### config.mk
export PLATFORM = sky130hd
export DESIGN_NAME = pfsr_regs
export DESIGN_NICKNAME = d
export VERILOG_FILES = /design/src/pfsr_pkg.sv /design/src/pfsr_regs.sv
export SDC_FILE = /design/constraint.sdc
export NUM_CORES = 2
export LEC_CHECK = 0
export BUFFER_PORTS_ARGS = -buffer_cell sky130_fd_sc_hd__buf_4
export CORE_UTILIZATION = 55
export DETAILED_ROUTE_END_ITERATION = 16
export PLACE_DENSITY = 0.73
export SLEW_MARGIN = 10
export SYNTH_ARGS = -nofsm -noshare
export SYNTH_HDL_FRONTEND = slang
export SYNTH_SLANG_ARGS = --single-unit
### constraint.sdc
create_clock -name aclk -period 6.95 [get_ports aclk]
set_clock_uncertainty 0.05 [all_clocks]
set_input_delay 0.3475 -clock aclk [delete_from_list [all_inputs] [get_ports aclk]]
set_output_delay 0.3475 -clock aclk [all_outputs]
set_load 0.05 [all_outputs]
### src/pfsr_pkg.sv
// constants for the platform system register bank
package pfsr_pkg;

    // register byte offsets
    localparam logic [7:0] OFS_ID     = 8'h00;
    localparam logic [7:0] OFS_SW     = 8'h04;
    localparam logic [7:0] OFS_LED    = 8'h08;
    localparam logic [7:0] OFS_C100   = 8'h24;
    localparam logic [7:0] OFS_FLAGS  = 8'h30;
    localparam logic [7:0] OFS_FCLR   = 8'h34;
    localparam logic [7:0] OFS_NVF    = 8'h38;
    localparam logic [7:0] OFS_NVCLR  = 8'h3C;
    localparam logic [7:0] OFS_CARD   = 8'h48;
    localparam logic [7:0] OFS_FLASH  = 8'h4C;
    localparam logic [7:0] OFS_BOOTSW = 8'h58;
    localparam logic [7:0] OFS_C24    = 8'h5C;
    localparam logic [7:0] OFS_MISC   = 8'h60;
    localparam logic [7:0] OFS_DMA    = 8'h64;
    localparam logic [7:0] OFS_PID0   = 8'h84;
    localparam logic [7:0] OFS_PID1   = 8'h88;
    localparam logic [7:0] OFS_PID2   = 8'h8C;
    localparam logic [7:0] OFS_PID3   = 8'h90;
    localparam logic [7:0] OFS_CDATA  = 8'hA0;
    localparam logic [7:0] OFS_CCTRL  = 8'hA4;
    localparam logic [7:0] OFS_CSTAT  = 8'hA8;

    // transfer control and status fields
    localparam int CTRL_START  = 31;
    localparam int CTRL_WRITE  = 30;
    localparam int CTRL_FN_LSB = 20;
    localparam int FN_W        = 6;
    localparam int SEL_W       = 12;
    localparam int STAT_DONE   = 0;
    localparam int STAT_ERR    = 1;
    localparam logic [FN_W-1:0] FN_SHUTDOWN = 6'h08;

    // bus responses
    localparam logic [1:0] RESP_OKAY   = 2'h0;
    localparam logic [1:0] RESP_DECERR = 2'h3;

    // timing
    localparam int CLK_HZ   = 20_000_000;
    localparam int CLK_MHZ  = CLK_HZ / 1_000_000;
    localparam int SLOW_HZ  = 100;
    localparam int FAST_MHZ = 24;
    localparam int SLOW_DIV = CLK_HZ / SLOW_HZ;

    localparam logic [31:0] RST_ZERO = 32'h0000_0000;

    typedef enum logic [1:0] {
        CF_IDLE,
        CF_REQ,
        CF_DROP
    } pfsr_cf_t;

endpackage : pfsr_pkg

### src/pfsr_regs.sv
// platform system register bank with axi4-lite slave and config transfer port
`timescale 1ns/10ps

// Functional notes
// - switch register low byte returns the eight user switch positions
// - led register low byte drives the eight user leds, reads back
// - read-only counter at 0x24 increments at 100 Hz
// - read-only counter at 0x5C increments at 24 MHz
// - general flag register at 0x30 is readable and writable
// - write to 0x34 clears the selected general flag bits only
// - persistent flags at 0x38 survive the ordinary reset
// - write to 0x3C clears the selected persistent flag bits
// - data word at 0xA0 is sent on writes, filled on reads
// - software starts each transfer by writing control at 0xA4
// - status at 0xA8 reports transfer progress and outcome
// - boot-select switch register at 0x58 is readable and writable
// - four processor ident registers at 0x84 through 0x90
// - the shutdown function raises a platform shutdown request
module pfsr_regs #(
    parameter logic [31:0] ID_VALUE = 32'h0000_0001, // arbitrary value
    parameter int          SLOW_DIV_P = pfsr_pkg::SLOW_DIV,
    parameter int          CARD_W     = 2
) (
    input  wire logic                       aclk,
    input  wire logic                       aresetn,
    input  wire logic                       por_n,
    input  wire logic [7:0]                 awaddr,
    input  wire logic                       awvalid,
    output      logic                       awready,
    input  wire logic [31:0]                wdata,
    input  wire logic [3:0]                 wstrb,
    input  wire logic                       wvalid,
    output      logic                       wready,
    output      logic [1:0]                 bresp,
    output      logic                       bvalid,
    input  wire logic                       bready,
    input  wire logic [7:0]                 araddr,
    input  wire logic                       arvalid,
    output      logic                       arready,
    output      logic [31:0]                rdata,
    output      logic [1:0]                 rresp,
    output      logic                       rvalid,
    input  wire logic                       rready,
    input  wire logic [7:0]                 user_switch_bank,
    output      logic [7:0]                 user_led,
    input  wire logic [CARD_W-1:0]          card_status,
    output      logic                       cfg_req,
    output      logic                       cfg_write,
    output      logic [pfsr_pkg::FN_W-1:0]  cfg_function,
    output      logic [pfsr_pkg::SEL_W-1:0] cfg_select,
    output      logic [31:0]                cfg_wdata,
    input  wire logic                       cfg_ack,
    input  wire logic                       cfg_err,
    input  wire logic [31:0]                cfg_rdata,
    output      logic                       platform_shutdown_request
);
    import pfsr_pkg::*;

    typedef struct packed {
        logic              aw_h;
        logic [7:0]        aw_a;
        logic              w_h;
        logic [31:0]       w_d;
        logic [3:0]        w_s;
        logic              bv;
        logic [1:0]        br;
        logic              rv;
        logic [31:0]       rd;
        logic [1:0]        rr;
        logic [31:0]       id;
        logic [31:0]       sw;
        logic [31:0]       led;
        logic [31:0]       flags;
        logic [31:0]       nvf;
        logic [31:0]       flash;
        logic [31:0]       bootsw;
        logic [31:0]       misc;
        logic [31:0]       dma;
        logic [3:0][31:0]  pid;
        logic [31:0]       cdata;
        logic [31:0]       cctrl;
        logic [31:0]       cstat;
        logic [31:0]       c100;
        logic [31:0]       c24;
        logic [31:0]       div;
        logic [5:0]        ph;
        pfsr_cf_t          cf;
        logic              shut;
        logic [7:0]        sw_m;
        logic [7:0]        sw_s;
        logic [CARD_W-1:0] card_m;
        logic [CARD_W-1:0] card_s;
        logic [1:0]        ack_m;
        logic [1:0]        ack_s;
        logic [31:0]       crd_m;
        logic [31:0]       crd_s;
    } pfsr_st_t;

    pfsr_st_t s;
    pfsr_st_t next_s;

    function automatic logic mapped(input logic [7:0] a);
        case (a)
            OFS_ID, OFS_SW, OFS_LED, OFS_C100, OFS_FLAGS, OFS_FCLR,
            OFS_NVF, OFS_NVCLR, OFS_CARD, OFS_FLASH, OFS_BOOTSW,
            OFS_C24, OFS_MISC, OFS_DMA, OFS_PID0, OFS_PID1, OFS_PID2,
            OFS_PID3, OFS_CDATA, OFS_CCTRL, OFS_CSTAT: mapped = 1'b1;
            default: mapped = 1'b0;
        endcase
    endfunction : mapped

    function automatic logic [31:0] merge(input logic [31:0] old,
                                          input logic [31:0] val,
                                          input logic [3:0]  strb);
        logic [31:0] r;
        r = old;
        for (int i = 0; i < 4; i++) begin
            if (strb[i]) begin
                r[i*8 +: 8] = val[i*8 +: 8];
            end
        end
        return r;
    endfunction : merge

    logic [31:0] wv;
    logic [6:0]  sum;
    logic        busy;
    logic [7:0]  ra;

    always_comb begin
        next_s = s;
        wv     = merge(RST_ZERO, s.w_d, s.w_s);
        busy   = (s.cf != CF_IDLE);
        ra     = {araddr[7:2], 2'h0};
        next_s.shut   = 1'b0;
        next_s.sw_m   = user_switch_bank;
        next_s.sw_s   = s.sw_m;
        next_s.card_m = card_status;
        next_s.card_s = s.card_m;
        next_s.ack_m  = {cfg_ack, cfg_err};
        next_s.ack_s  = s.ack_m;
        next_s.crd_m  = cfg_rdata;
        next_s.crd_s  = s.crd_m;

        // free-running time bases
        if (s.div >= 32'(SLOW_DIV_P - 1)) begin
            next_s.div  = RST_ZERO;
            next_s.c100 = s.c100 + 32'h0000_0001;
        end else begin
            next_s.div = s.div + 32'h0000_0001;
        end
        // 24 MHz is faster than the 20 MHz clock: a phase accumulator
        // adds one or two per cycle so the long-run rate is exact
        sum = 7'(s.ph) + 7'(FAST_MHZ);
        if (sum >= 7'(2 * CLK_MHZ)) begin
            next_s.c24 = s.c24 + 32'h0000_0002;
            next_s.ph  = 6'(sum - 7'(2 * CLK_MHZ));
        end else if (sum >= 7'(CLK_MHZ)) begin
            next_s.c24 = s.c24 + 32'h0000_0001;
            next_s.ph  = 6'(sum - 7'(CLK_MHZ));
        end else begin
            next_s.ph = 6'(sum);
        end

        // bus channel acceptance
        if (awvalid && awready) begin
            next_s.aw_h = 1'b1;
            next_s.aw_a = {awaddr[7:2], 2'h0};
        end
        if (wvalid && wready) begin
            next_s.w_h = 1'b1;
            next_s.w_d = wdata;
            next_s.w_s = wstrb;
        end
        if (s.bv && bready) begin
            next_s.bv = 1'b0;
        end
        if (s.rv && rready) begin
            next_s.rv = 1'b0;
        end

        if (arvalid && arready) begin
            next_s.rv = 1'b1;
            next_s.rr = mapped(ra) ? RESP_OKAY : RESP_DECERR;
            case (ra)
                OFS_ID:     next_s.rd = s.id;
                OFS_SW:     next_s.rd = {s.sw[31:8], s.sw_s};
                OFS_LED:    next_s.rd = s.led;
                OFS_C100:   next_s.rd = s.c100;
                OFS_FLAGS:  next_s.rd = s.flags;
                OFS_NVF:    next_s.rd = s.nvf;
                OFS_CARD:   next_s.rd = 32'(s.card_s);
                OFS_FLASH:  next_s.rd = s.flash;
                OFS_BOOTSW: next_s.rd = s.bootsw;
                OFS_C24:    next_s.rd = s.c24;
                OFS_MISC:   next_s.rd = s.misc;
                OFS_DMA:    next_s.rd = s.dma;
                OFS_PID0:   next_s.rd = s.pid[0];
                OFS_PID1:   next_s.rd = s.pid[1];
                OFS_PID2:   next_s.rd = s.pid[2];
                OFS_PID3:   next_s.rd = s.pid[3];
                OFS_CDATA:  next_s.rd = s.cdata;
                OFS_CCTRL:  next_s.rd = s.cctrl;
                OFS_CSTAT:  next_s.rd = s.cstat;
                default:    next_s.rd = RST_ZERO;
            endcase
        end

        // commit a write once both address and data are held
        if (s.aw_h && s.w_h && !s.bv) begin
            next_s.aw_h = 1'b0;
            next_s.w_h  = 1'b0;
            next_s.bv   = 1'b1;
            next_s.br   = mapped(s.aw_a) ? RESP_OKAY : RESP_DECERR;
            case (s.aw_a)
                OFS_ID:     next_s.id = merge(s.id, s.w_d, s.w_s);
                OFS_SW:     next_s.sw = merge(s.sw, s.w_d, s.w_s);
                OFS_LED:    next_s.led = merge(s.led, s.w_d, s.w_s);
                OFS_FLAGS:  next_s.flags = merge(s.flags, s.w_d, s.w_s);
                OFS_FCLR:   next_s.flags = s.flags & ~wv;
                OFS_NVF:    next_s.nvf = merge(s.nvf, s.w_d, s.w_s);
                OFS_NVCLR:  next_s.nvf = s.nvf & ~wv;
                OFS_FLASH:  next_s.flash = merge(s.flash, s.w_d, s.w_s);
                OFS_BOOTSW: next_s.bootsw = merge(s.bootsw, s.w_d, s.w_s);
                OFS_MISC:   next_s.misc = merge(s.misc, s.w_d, s.w_s);
                OFS_DMA:    next_s.dma = merge(s.dma, s.w_d, s.w_s);
                OFS_PID0:   next_s.pid[0] = merge(s.pid[0], s.w_d, s.w_s);
                OFS_PID1:   next_s.pid[1] = merge(s.pid[1], s.w_d, s.w_s);
                OFS_PID2:   next_s.pid[2] = merge(s.pid[2], s.w_d, s.w_s);
                OFS_PID3:   next_s.pid[3] = merge(s.pid[3], s.w_d, s.w_s);
                OFS_CDATA: begin
                    // frozen during a transfer so the outgoing word stays stable
                    if (!busy) begin
                        next_s.cdata = merge(s.cdata, s.w_d, s.w_s);
                    end
                end
                OFS_CCTRL: begin
                    if (!busy) begin
                        next_s.cctrl = merge(s.cctrl, s.w_d, s.w_s);
                    end
                end
                OFS_CSTAT:  next_s.cstat = merge(s.cstat, s.w_d, s.w_s);
                default: ; // read-only and unmapped: no side effect
            endcase
        end

        // transfer sequencer runs after the write so hardware status wins
        case (s.cf)
            CF_IDLE: begin
                if (s.cctrl[CTRL_START]) begin
                    next_s.cf = CF_REQ;
                    next_s.cstat[STAT_DONE] = 1'b0;
                    next_s.cstat[STAT_ERR]  = 1'b0;
                    if (s.cctrl[CTRL_FN_LSB +: FN_W] == FN_SHUTDOWN) begin
                        next_s.shut = 1'b1;
                    end
                end
            end
            CF_REQ: begin
                if (s.ack_s[1]) begin
                    next_s.cf = CF_DROP;
                    next_s.cstat[STAT_ERR] = s.ack_s[0];
                    if (!s.cctrl[CTRL_WRITE]) begin
                        next_s.cdata = s.crd_s;
                    end
                end
            end
            CF_DROP: begin
                if (!s.ack_s[1]) begin
                    next_s.cf = CF_IDLE;
                    next_s.cctrl[CTRL_START] = 1'b0;
                    next_s.cstat[STAT_DONE]  = 1'b1;
                end
            end
            default: next_s.cf = CF_IDLE;
        endcase
    end

    // por_n clears all state except id, which loads ID_VALUE; aresetn also keeps the persistent flags
    always_ff @(posedge aclk) begin
        if (!por_n || !aresetn) begin
            s      <= '0;
            s.id   <= ID_VALUE;
            s.cf   <= CF_IDLE;
            s.sw_m <= 8'h00;
            if (por_n) begin
                s.nvf <= s.nvf;
            end
        end else begin
            s <= next_s;
        end
    end

    assign awready = !s.aw_h && !s.bv;
    assign wready  = !s.w_h && !s.bv;
    assign bvalid  = s.bv;
    assign bresp   = s.br;
    assign arready = !s.rv;
    assign rvalid  = s.rv;
    assign rdata   = s.rd;
    assign rresp   = s.rr;
    assign user_led     = s.led[7:0];
    assign cfg_req      = (s.cf == CF_REQ);
    assign cfg_write    = s.cctrl[CTRL_WRITE];
    assign cfg_function = s.cctrl[CTRL_FN_LSB +: FN_W];
    assign cfg_select   = s.cctrl[SEL_W-1:0];
    assign cfg_wdata    = s.cdata;
    assign platform_shutdown_request = s.shut;

endmodule : pfsr_regs

---- After elaboration in Yosys (flattened, before gate mapping) ----
Index checks and enable logic that the tools add are counted.
cells by class
  add/sub/neg operators ................... 7
  order comparisons ....................... 3
  equality and inequality tests ........... 55
  muxes and demuxes ....................... 103
  bitwise operators ....................... 6
  reduce and logical (&&, ||, !) cells .... 91
operators by type and width
  kind                     number
  $mux W32                 21
  $pmux W32 S19            1
  $mux W577                1
  $mux W8                  52
  $mux W384                1
  $reduce_and A3 Y1        52
  $pmux W32 S2             2
  $add A32 B1 Y32 const B  3
  $eq A6 B6 Y1 const B     14
  $eq A6 B5 Y1 const B     12
  $eq A6 B4 Y1 const B     11
  $and A32 B32 Y32         2
  $reduce_or A21 Y1        2
  $mux W35                 1
  $add A32 B2 Y32 const B  1
  $ge A32 B18 Y1 const B   1
  $not A32 Y32             1
  $reduce_and A4 Y1        8
  $ne A2 B2 Y1 const B     7
  $eq A6 B1 Y1 const B     2
  $eq A6 B2 Y1 const B     2
  $mux W1                  12
  $mux W6                  2
  $ne A3 B3 Y1 const B     4
  23 further kinds         50
word-level totals
  bits in registers ....................... 779
  bits of input ports ..................... 104
  output and inout port bits .............. 102

---- Logic depth before layout (Yosys ltp) ----
  depth after elaboration ................. 9
  gate-level depth with buffers ........... 9

---- Worst setup path before layout ----
Ideal clock, no wire load.
  kind .................................... register -> register
  start ................................... register s (netlist bit bvalid)
  end ..................................... register s[747] (netlist bit)
  setup time .............................. 0.070 ns
  arrival time ............................ 2.239 ns
  required time ........................... 6.830 ns
  setup slack ............................. 4.591 ns
  cell stages (with the launch flop) ...... 7
  path buffers ............................ 2
  clock period less this slack ............ 2.359 ns
  cell sequence ........................... dfxtp_1 > nor2_1 > and2_1 > clkbuf_1 > buf_1 > nand2_1 > a21oi_1
between the ends
  longest elaborated chain between the ends .. 3
RTL lines
  what                      line              source
  start: declaration        pfsr_regs.sv:99   pfsr_st_t s;
  start signal: assignment  pfsr_regs.sv:290  s <= next_s;
  $logic_not A1 Y1          pfsr_regs.sv:295  assign wready = !s.w_h && !s.bv;
  $logic_and A1 B1 Y1       pfsr_regs.sv:295
  named net wready          pfsr_regs.sv:33   output logic wready,
  $logic_and A1 B1 Y1       pfsr_regs.sv:170  if (wvalid && wready) begin
The timed path passes the listed nets, and every way through them passes these cells.
A chain may end at the register's enable or synchronous reset.

---- Worst setup path in the final report ----
  start ................................... register s[787] (netlist bit)
  end ..................................... register s[256] (netlist bit)
between the ends
  longest elaborated chain between the ends .. 5
RTL lines
  what            line              source
  $eq A6 B6 Y1 *  pfsr_regs.sv:215  case (s.aw_a)
  $mux W32 *      pfsr_regs.sv:215
  $mux W384 *     pfsr_regs.sv:210  if (s.aw_h && s.w_h && !s.bv) begin
  $mux W1         pfsr_regs.sv:269  if (!s.ack_s[1]) begin
  $mux W1 *       pfsr_regs.sv:248  case (s.cf)
Mark *: on every way between the ends. The rest lies on a longest branch, timed or not. The select of a mux whose other input is x is not followed.

==> summary.md <==
| Metric | Value |
|---|---|
| Min-delay worst type | in2reg |
| Outcome | finished, final reports clean |
| Reg-to-Reg End | s[256] |
| Ports | 206 |
| DR DRC count | 0 |
| Worst-Margin Slew | 1.26 ns |
| Endpoint, Worst Hold | rvalid |
| Largest net degree at the start of global routing | 193 |
| Placement Setup Slack | 3.58 ns |
| Global route total overflow | 0 |
| IO buf count | 201 |
| Core Rows | 91 |
| Final wirelength | 125,000 um |
| Hold_sp | arvalid |
| Clk buf depth | 3 |
| CP max FO | 36 |
| Gpl congestion | 0.942 |
| Post-synthesis cell type with the largest combined area | dfxtp_1 |
| Hold path depth | 3 |
| Crit path kind | reg2reg |
| Post-synth top area share | 42.8% |
| Vias post-DR | 33,400 |
| Layout cell share with drive strength beyond 1 | 11.0% |
| Vias/cell | 6.51 |
| Die Footprint | 64,200 um2 |
| Final setup fails | 0 |
| Cell Area, Synth | 34,800 um2 |
| GRT Total Usage | 37.8% |
| Post-Syn Instances | 4,262 |
| Clock power share | 46.2% |
| Slew Viols, Final | 0 |
| Syn. warnings | 0 |
| Comb pwr share | 7.3% |
| Top post-synthesis cells by area | dfxtp_1 43%, nand3_1 9.0%, a21oi_1 8.0% |
| Worst hold margin | 0.0512 ns |
| RSZ-0062 raised after global routing | false |
| Drt wl/cell | 24.3 um |
| DIE HEIGHT | 253 um |
| Initial antenna violation count | 2 |
| Post-Place Cells | 4,897 |
| Async SR Flop Fraction | 0% |
| Max-capacitance violation count | 0 |
| Final hold vios | 0 |
| Slew headroom | 16.2% |
| Clk_lat worst skew | 0.64 ns |
| Fin Setup TNS | 0 ns |
| CP required | 7.38 ns |
| Filler cell count | 5,295 |
| Antenna Nets Post-Route | 0 |
| Critical Path Source Type | flip-flop |
| Worst VDD drop | 0.224 mV |
| Switching share of power | 24.6% |
| CTS Sinks | 775 |
| DR iter-0 viols | 5,126 |
| Mean Syn Cell Area | 8.16 um2 |
| CTS tree | yes |
| Fmax | 307 MHz |
| Period utilisation layout | 46.9% |
| Die Wd | 253 um |
| Sequential power share | 46.4% |
| Reg2reg path depth | 6 |
| Number of global-route vias before repair | 30,000 |
| Reg-to-Reg Start | s[787] |
| Post-synth EDFFs | 32 |
| Post-DP HPWL | 78,800 um |
| Flops & latches, synth | 775 |
| Final nets | 4,346 |
| Sequential-to-total area share from yosys stat | 45.5% |
| Synth cell types | 92 |
| Internal power | 0.00748 W |
| Starting density of the core | 56.0% |
| Drt first pass iters | 7 |
| Non-filler cells, final | 5,132 |
| Clock-pin slew on the worst setup and hold paths | 0.06 ns |
| Final Critical Period | 3.26 ns |
| CTS H-tree depth | 3 |
| CTS root buf | clkbuf_16 |
| Worst Slack Setup Final | 3.69 ns |
| Core box area | 62,100 um2 |
| Static Leak | 13.3 nW |
| Setup crit end kind | flip-flop |
| Area delta synth->final | 13.6% |
| Total CTS buffers | 81 |
| Critical Path AT | 3.69 ns |
| Pwr Density | 251 nW/um2 |
| Switch Pwr | 0.00244 W |
| First-pass GRT wire length | 185,000 um |
| R2R Setup Slk | 3.69 ns |
| Top FF cell, synth | dfxtp_1 |
through the flow:
step / util (%) / power [W] / cell area, um2
floorplan: - / 0.00513 / 34800
global placement: 57.7 / 0.00536 / 35800
detailed placement: 57.7 / 0.00536 / 35800
CTS: 63.7 / 0.00990 / 39500
global route: 63.7 / 0.0102 / 39500
finish: 63.7 / 0.00992 / 39500
worst max path at each step:
| stage | startpoint | to |
|---|---|---|
| floorplan | bvalid | s[747] |
| global placement | araddr[2] | rdata[4] |
| detailed placement | araddr[2] | rdata[4] |
| CTS | s[785] | s[256] |
| global route | s[787] | cfg_function[4] |
| finish | s[787] | s[256] |
flip-flops by register name, summed over array words and instances (netlist names), 6 cells and up:
register	flops
cfg_function	6
cfg_select	12
cfg_wdata	32
next_s	44
rdata	32
s	635
user_led	8
final cells by class:
class                           instances  area, um2  area share, %
Clock buffer                          112       2340           5.94
Antenna cell                            1       2.50        0.00633
Tap cell                              837       1050           2.65
Timing Repair Buffer                  361       2970           7.51
Clock inverter                         34        454           1.15
Sequential cell                       775      15800           40.1
Inverter                               17       63.8          0.162
Multi-Input combinational cell       2995      16800           42.5
power groups by stage:
stage / Clock (W) / Sequential [W] / Combinational (W)
floorplan: 0 / 0.00465 / 0.000485
global route: 0.00477 / 0.00461 / 0.000776
finish: 0.00459 / 0.00461 / 0.000728
CTS: 0.00459 / 0.00460 / 0.000708
detailed placement: 0 / 0.00470 / 0.000663
global placement: 0 / 0.00470 / 0.000661
critical path, stage by stage, from the launching register on:
cell and delay, ns:
dfxtp_1 0.73, clkinv_1 0.48, nor4_4 0.36, buf_4 0.57, nand2_1 0.59, nand2_1 0.21
a221oi_1 0.09
logic make-up (layout without fill, tap and decap cells):
family | count (synthesis) | count (layout) | share of synthesized area (%)
compound gates | 933 | 933 | 15.7
fa+ha+maj | 11 | 11 | 0.396
mux | 140 | 140 | 4.08
simple gates | 1870 | 1870 | 26.8
xor+xnor | 27 | 27 | 0.702
other cells | 1 | 15 | 0.0108
flops | 775 | 775 | 45.5
buf+inv | 505 | 524 | 6.79
metal layers:
layer,up-vias,global-route usage (%),share of wire [%]
met1,15700,52.0,39
met3,355,11.3,15
met2,2354,54.8,42
met5,-,0,0
met4,0,15.4,4.5
li1,15000,-,-
timing repair:
action                                 4_1_cts  5_1_grt
endpoints found under the hold margin       88        0
hold buffers                                88        0
buffers inserted                             0        0
gates resized for setup                      0        0
cells in the mapped netlist (6+ instances only):
cell / instances
a211oi_1: 6
a21oi_1: 557
a22o_1: 47
a22oi_1: 90
and2_1: 28
and3_1: 100
and4_1: 42
buf_1: 26
buf_2: 51
buf_4: 99
clkbuf_1: 308
dfxtp_1: 743
edfxtp_1: 32
ha_1: 11
inv_1: 16
mux2i_1: 135
nand2_1: 665
nand2b_1: 20
nand3_1: 623
nand4_1: 73
nor2_1: 141
nor2b_1: 9
nor3_1: 13
nor4_1: 46
nor4bb_1: 6
o2111ai_1: 12
o21ai_0: 125
o2bb2ai_1: 20
o31ai_1: 21
o41ai_1: 8
or3_1: 24
or4_1: 24
or4b_1: 6
xnor2_1: 10
xor2_1: 16
layout by cell type (no fill, tap or decap), types with 10 or more instances in the layout:
| cell | n |
|---|---|
| o2bb2ai_1 | 20 |
| clkbuf_1 | 12 |
| or3_1 | 24 |
| clkbuf_8 | 18 |
| dfxtp_1 | 743 |
| mux2i_1 | 135 |
| nor3_1 | 12 |
| nand2_1 | 664 |
| o21ai_0 | 125 |
| a22oi_1 | 90 |
| or4_1 | 24 |
| conb_1 | 14 |
| a22o_1 | 47 |
| and2_1 | 25 |
| clkinv_2 | 18 |
| o31ai_1 | 21 |
| xor2_1 | 16 |
| and3_1 | 100 |
| nand2b_1 | 20 |
| a21oi_1 | 555 |
| edfxtp_1 | 32 |
| o2111ai_1 | 12 |
| ha_1 | 11 |
| nand4_1 | 73 |
| nor2_1 | 136 |
| dlygate4sd3_1 | 88 |
| xnor2_1 | 10 |
| nor4_1 | 46 |
| nand3_1 | 623 |
| inv_1 | 16 |
| and4_1 | 42 |
| clkbuf_16 | 82 |
| buf_4 | 270 |
Note: power is estimated with default switching activity, not from simulation.
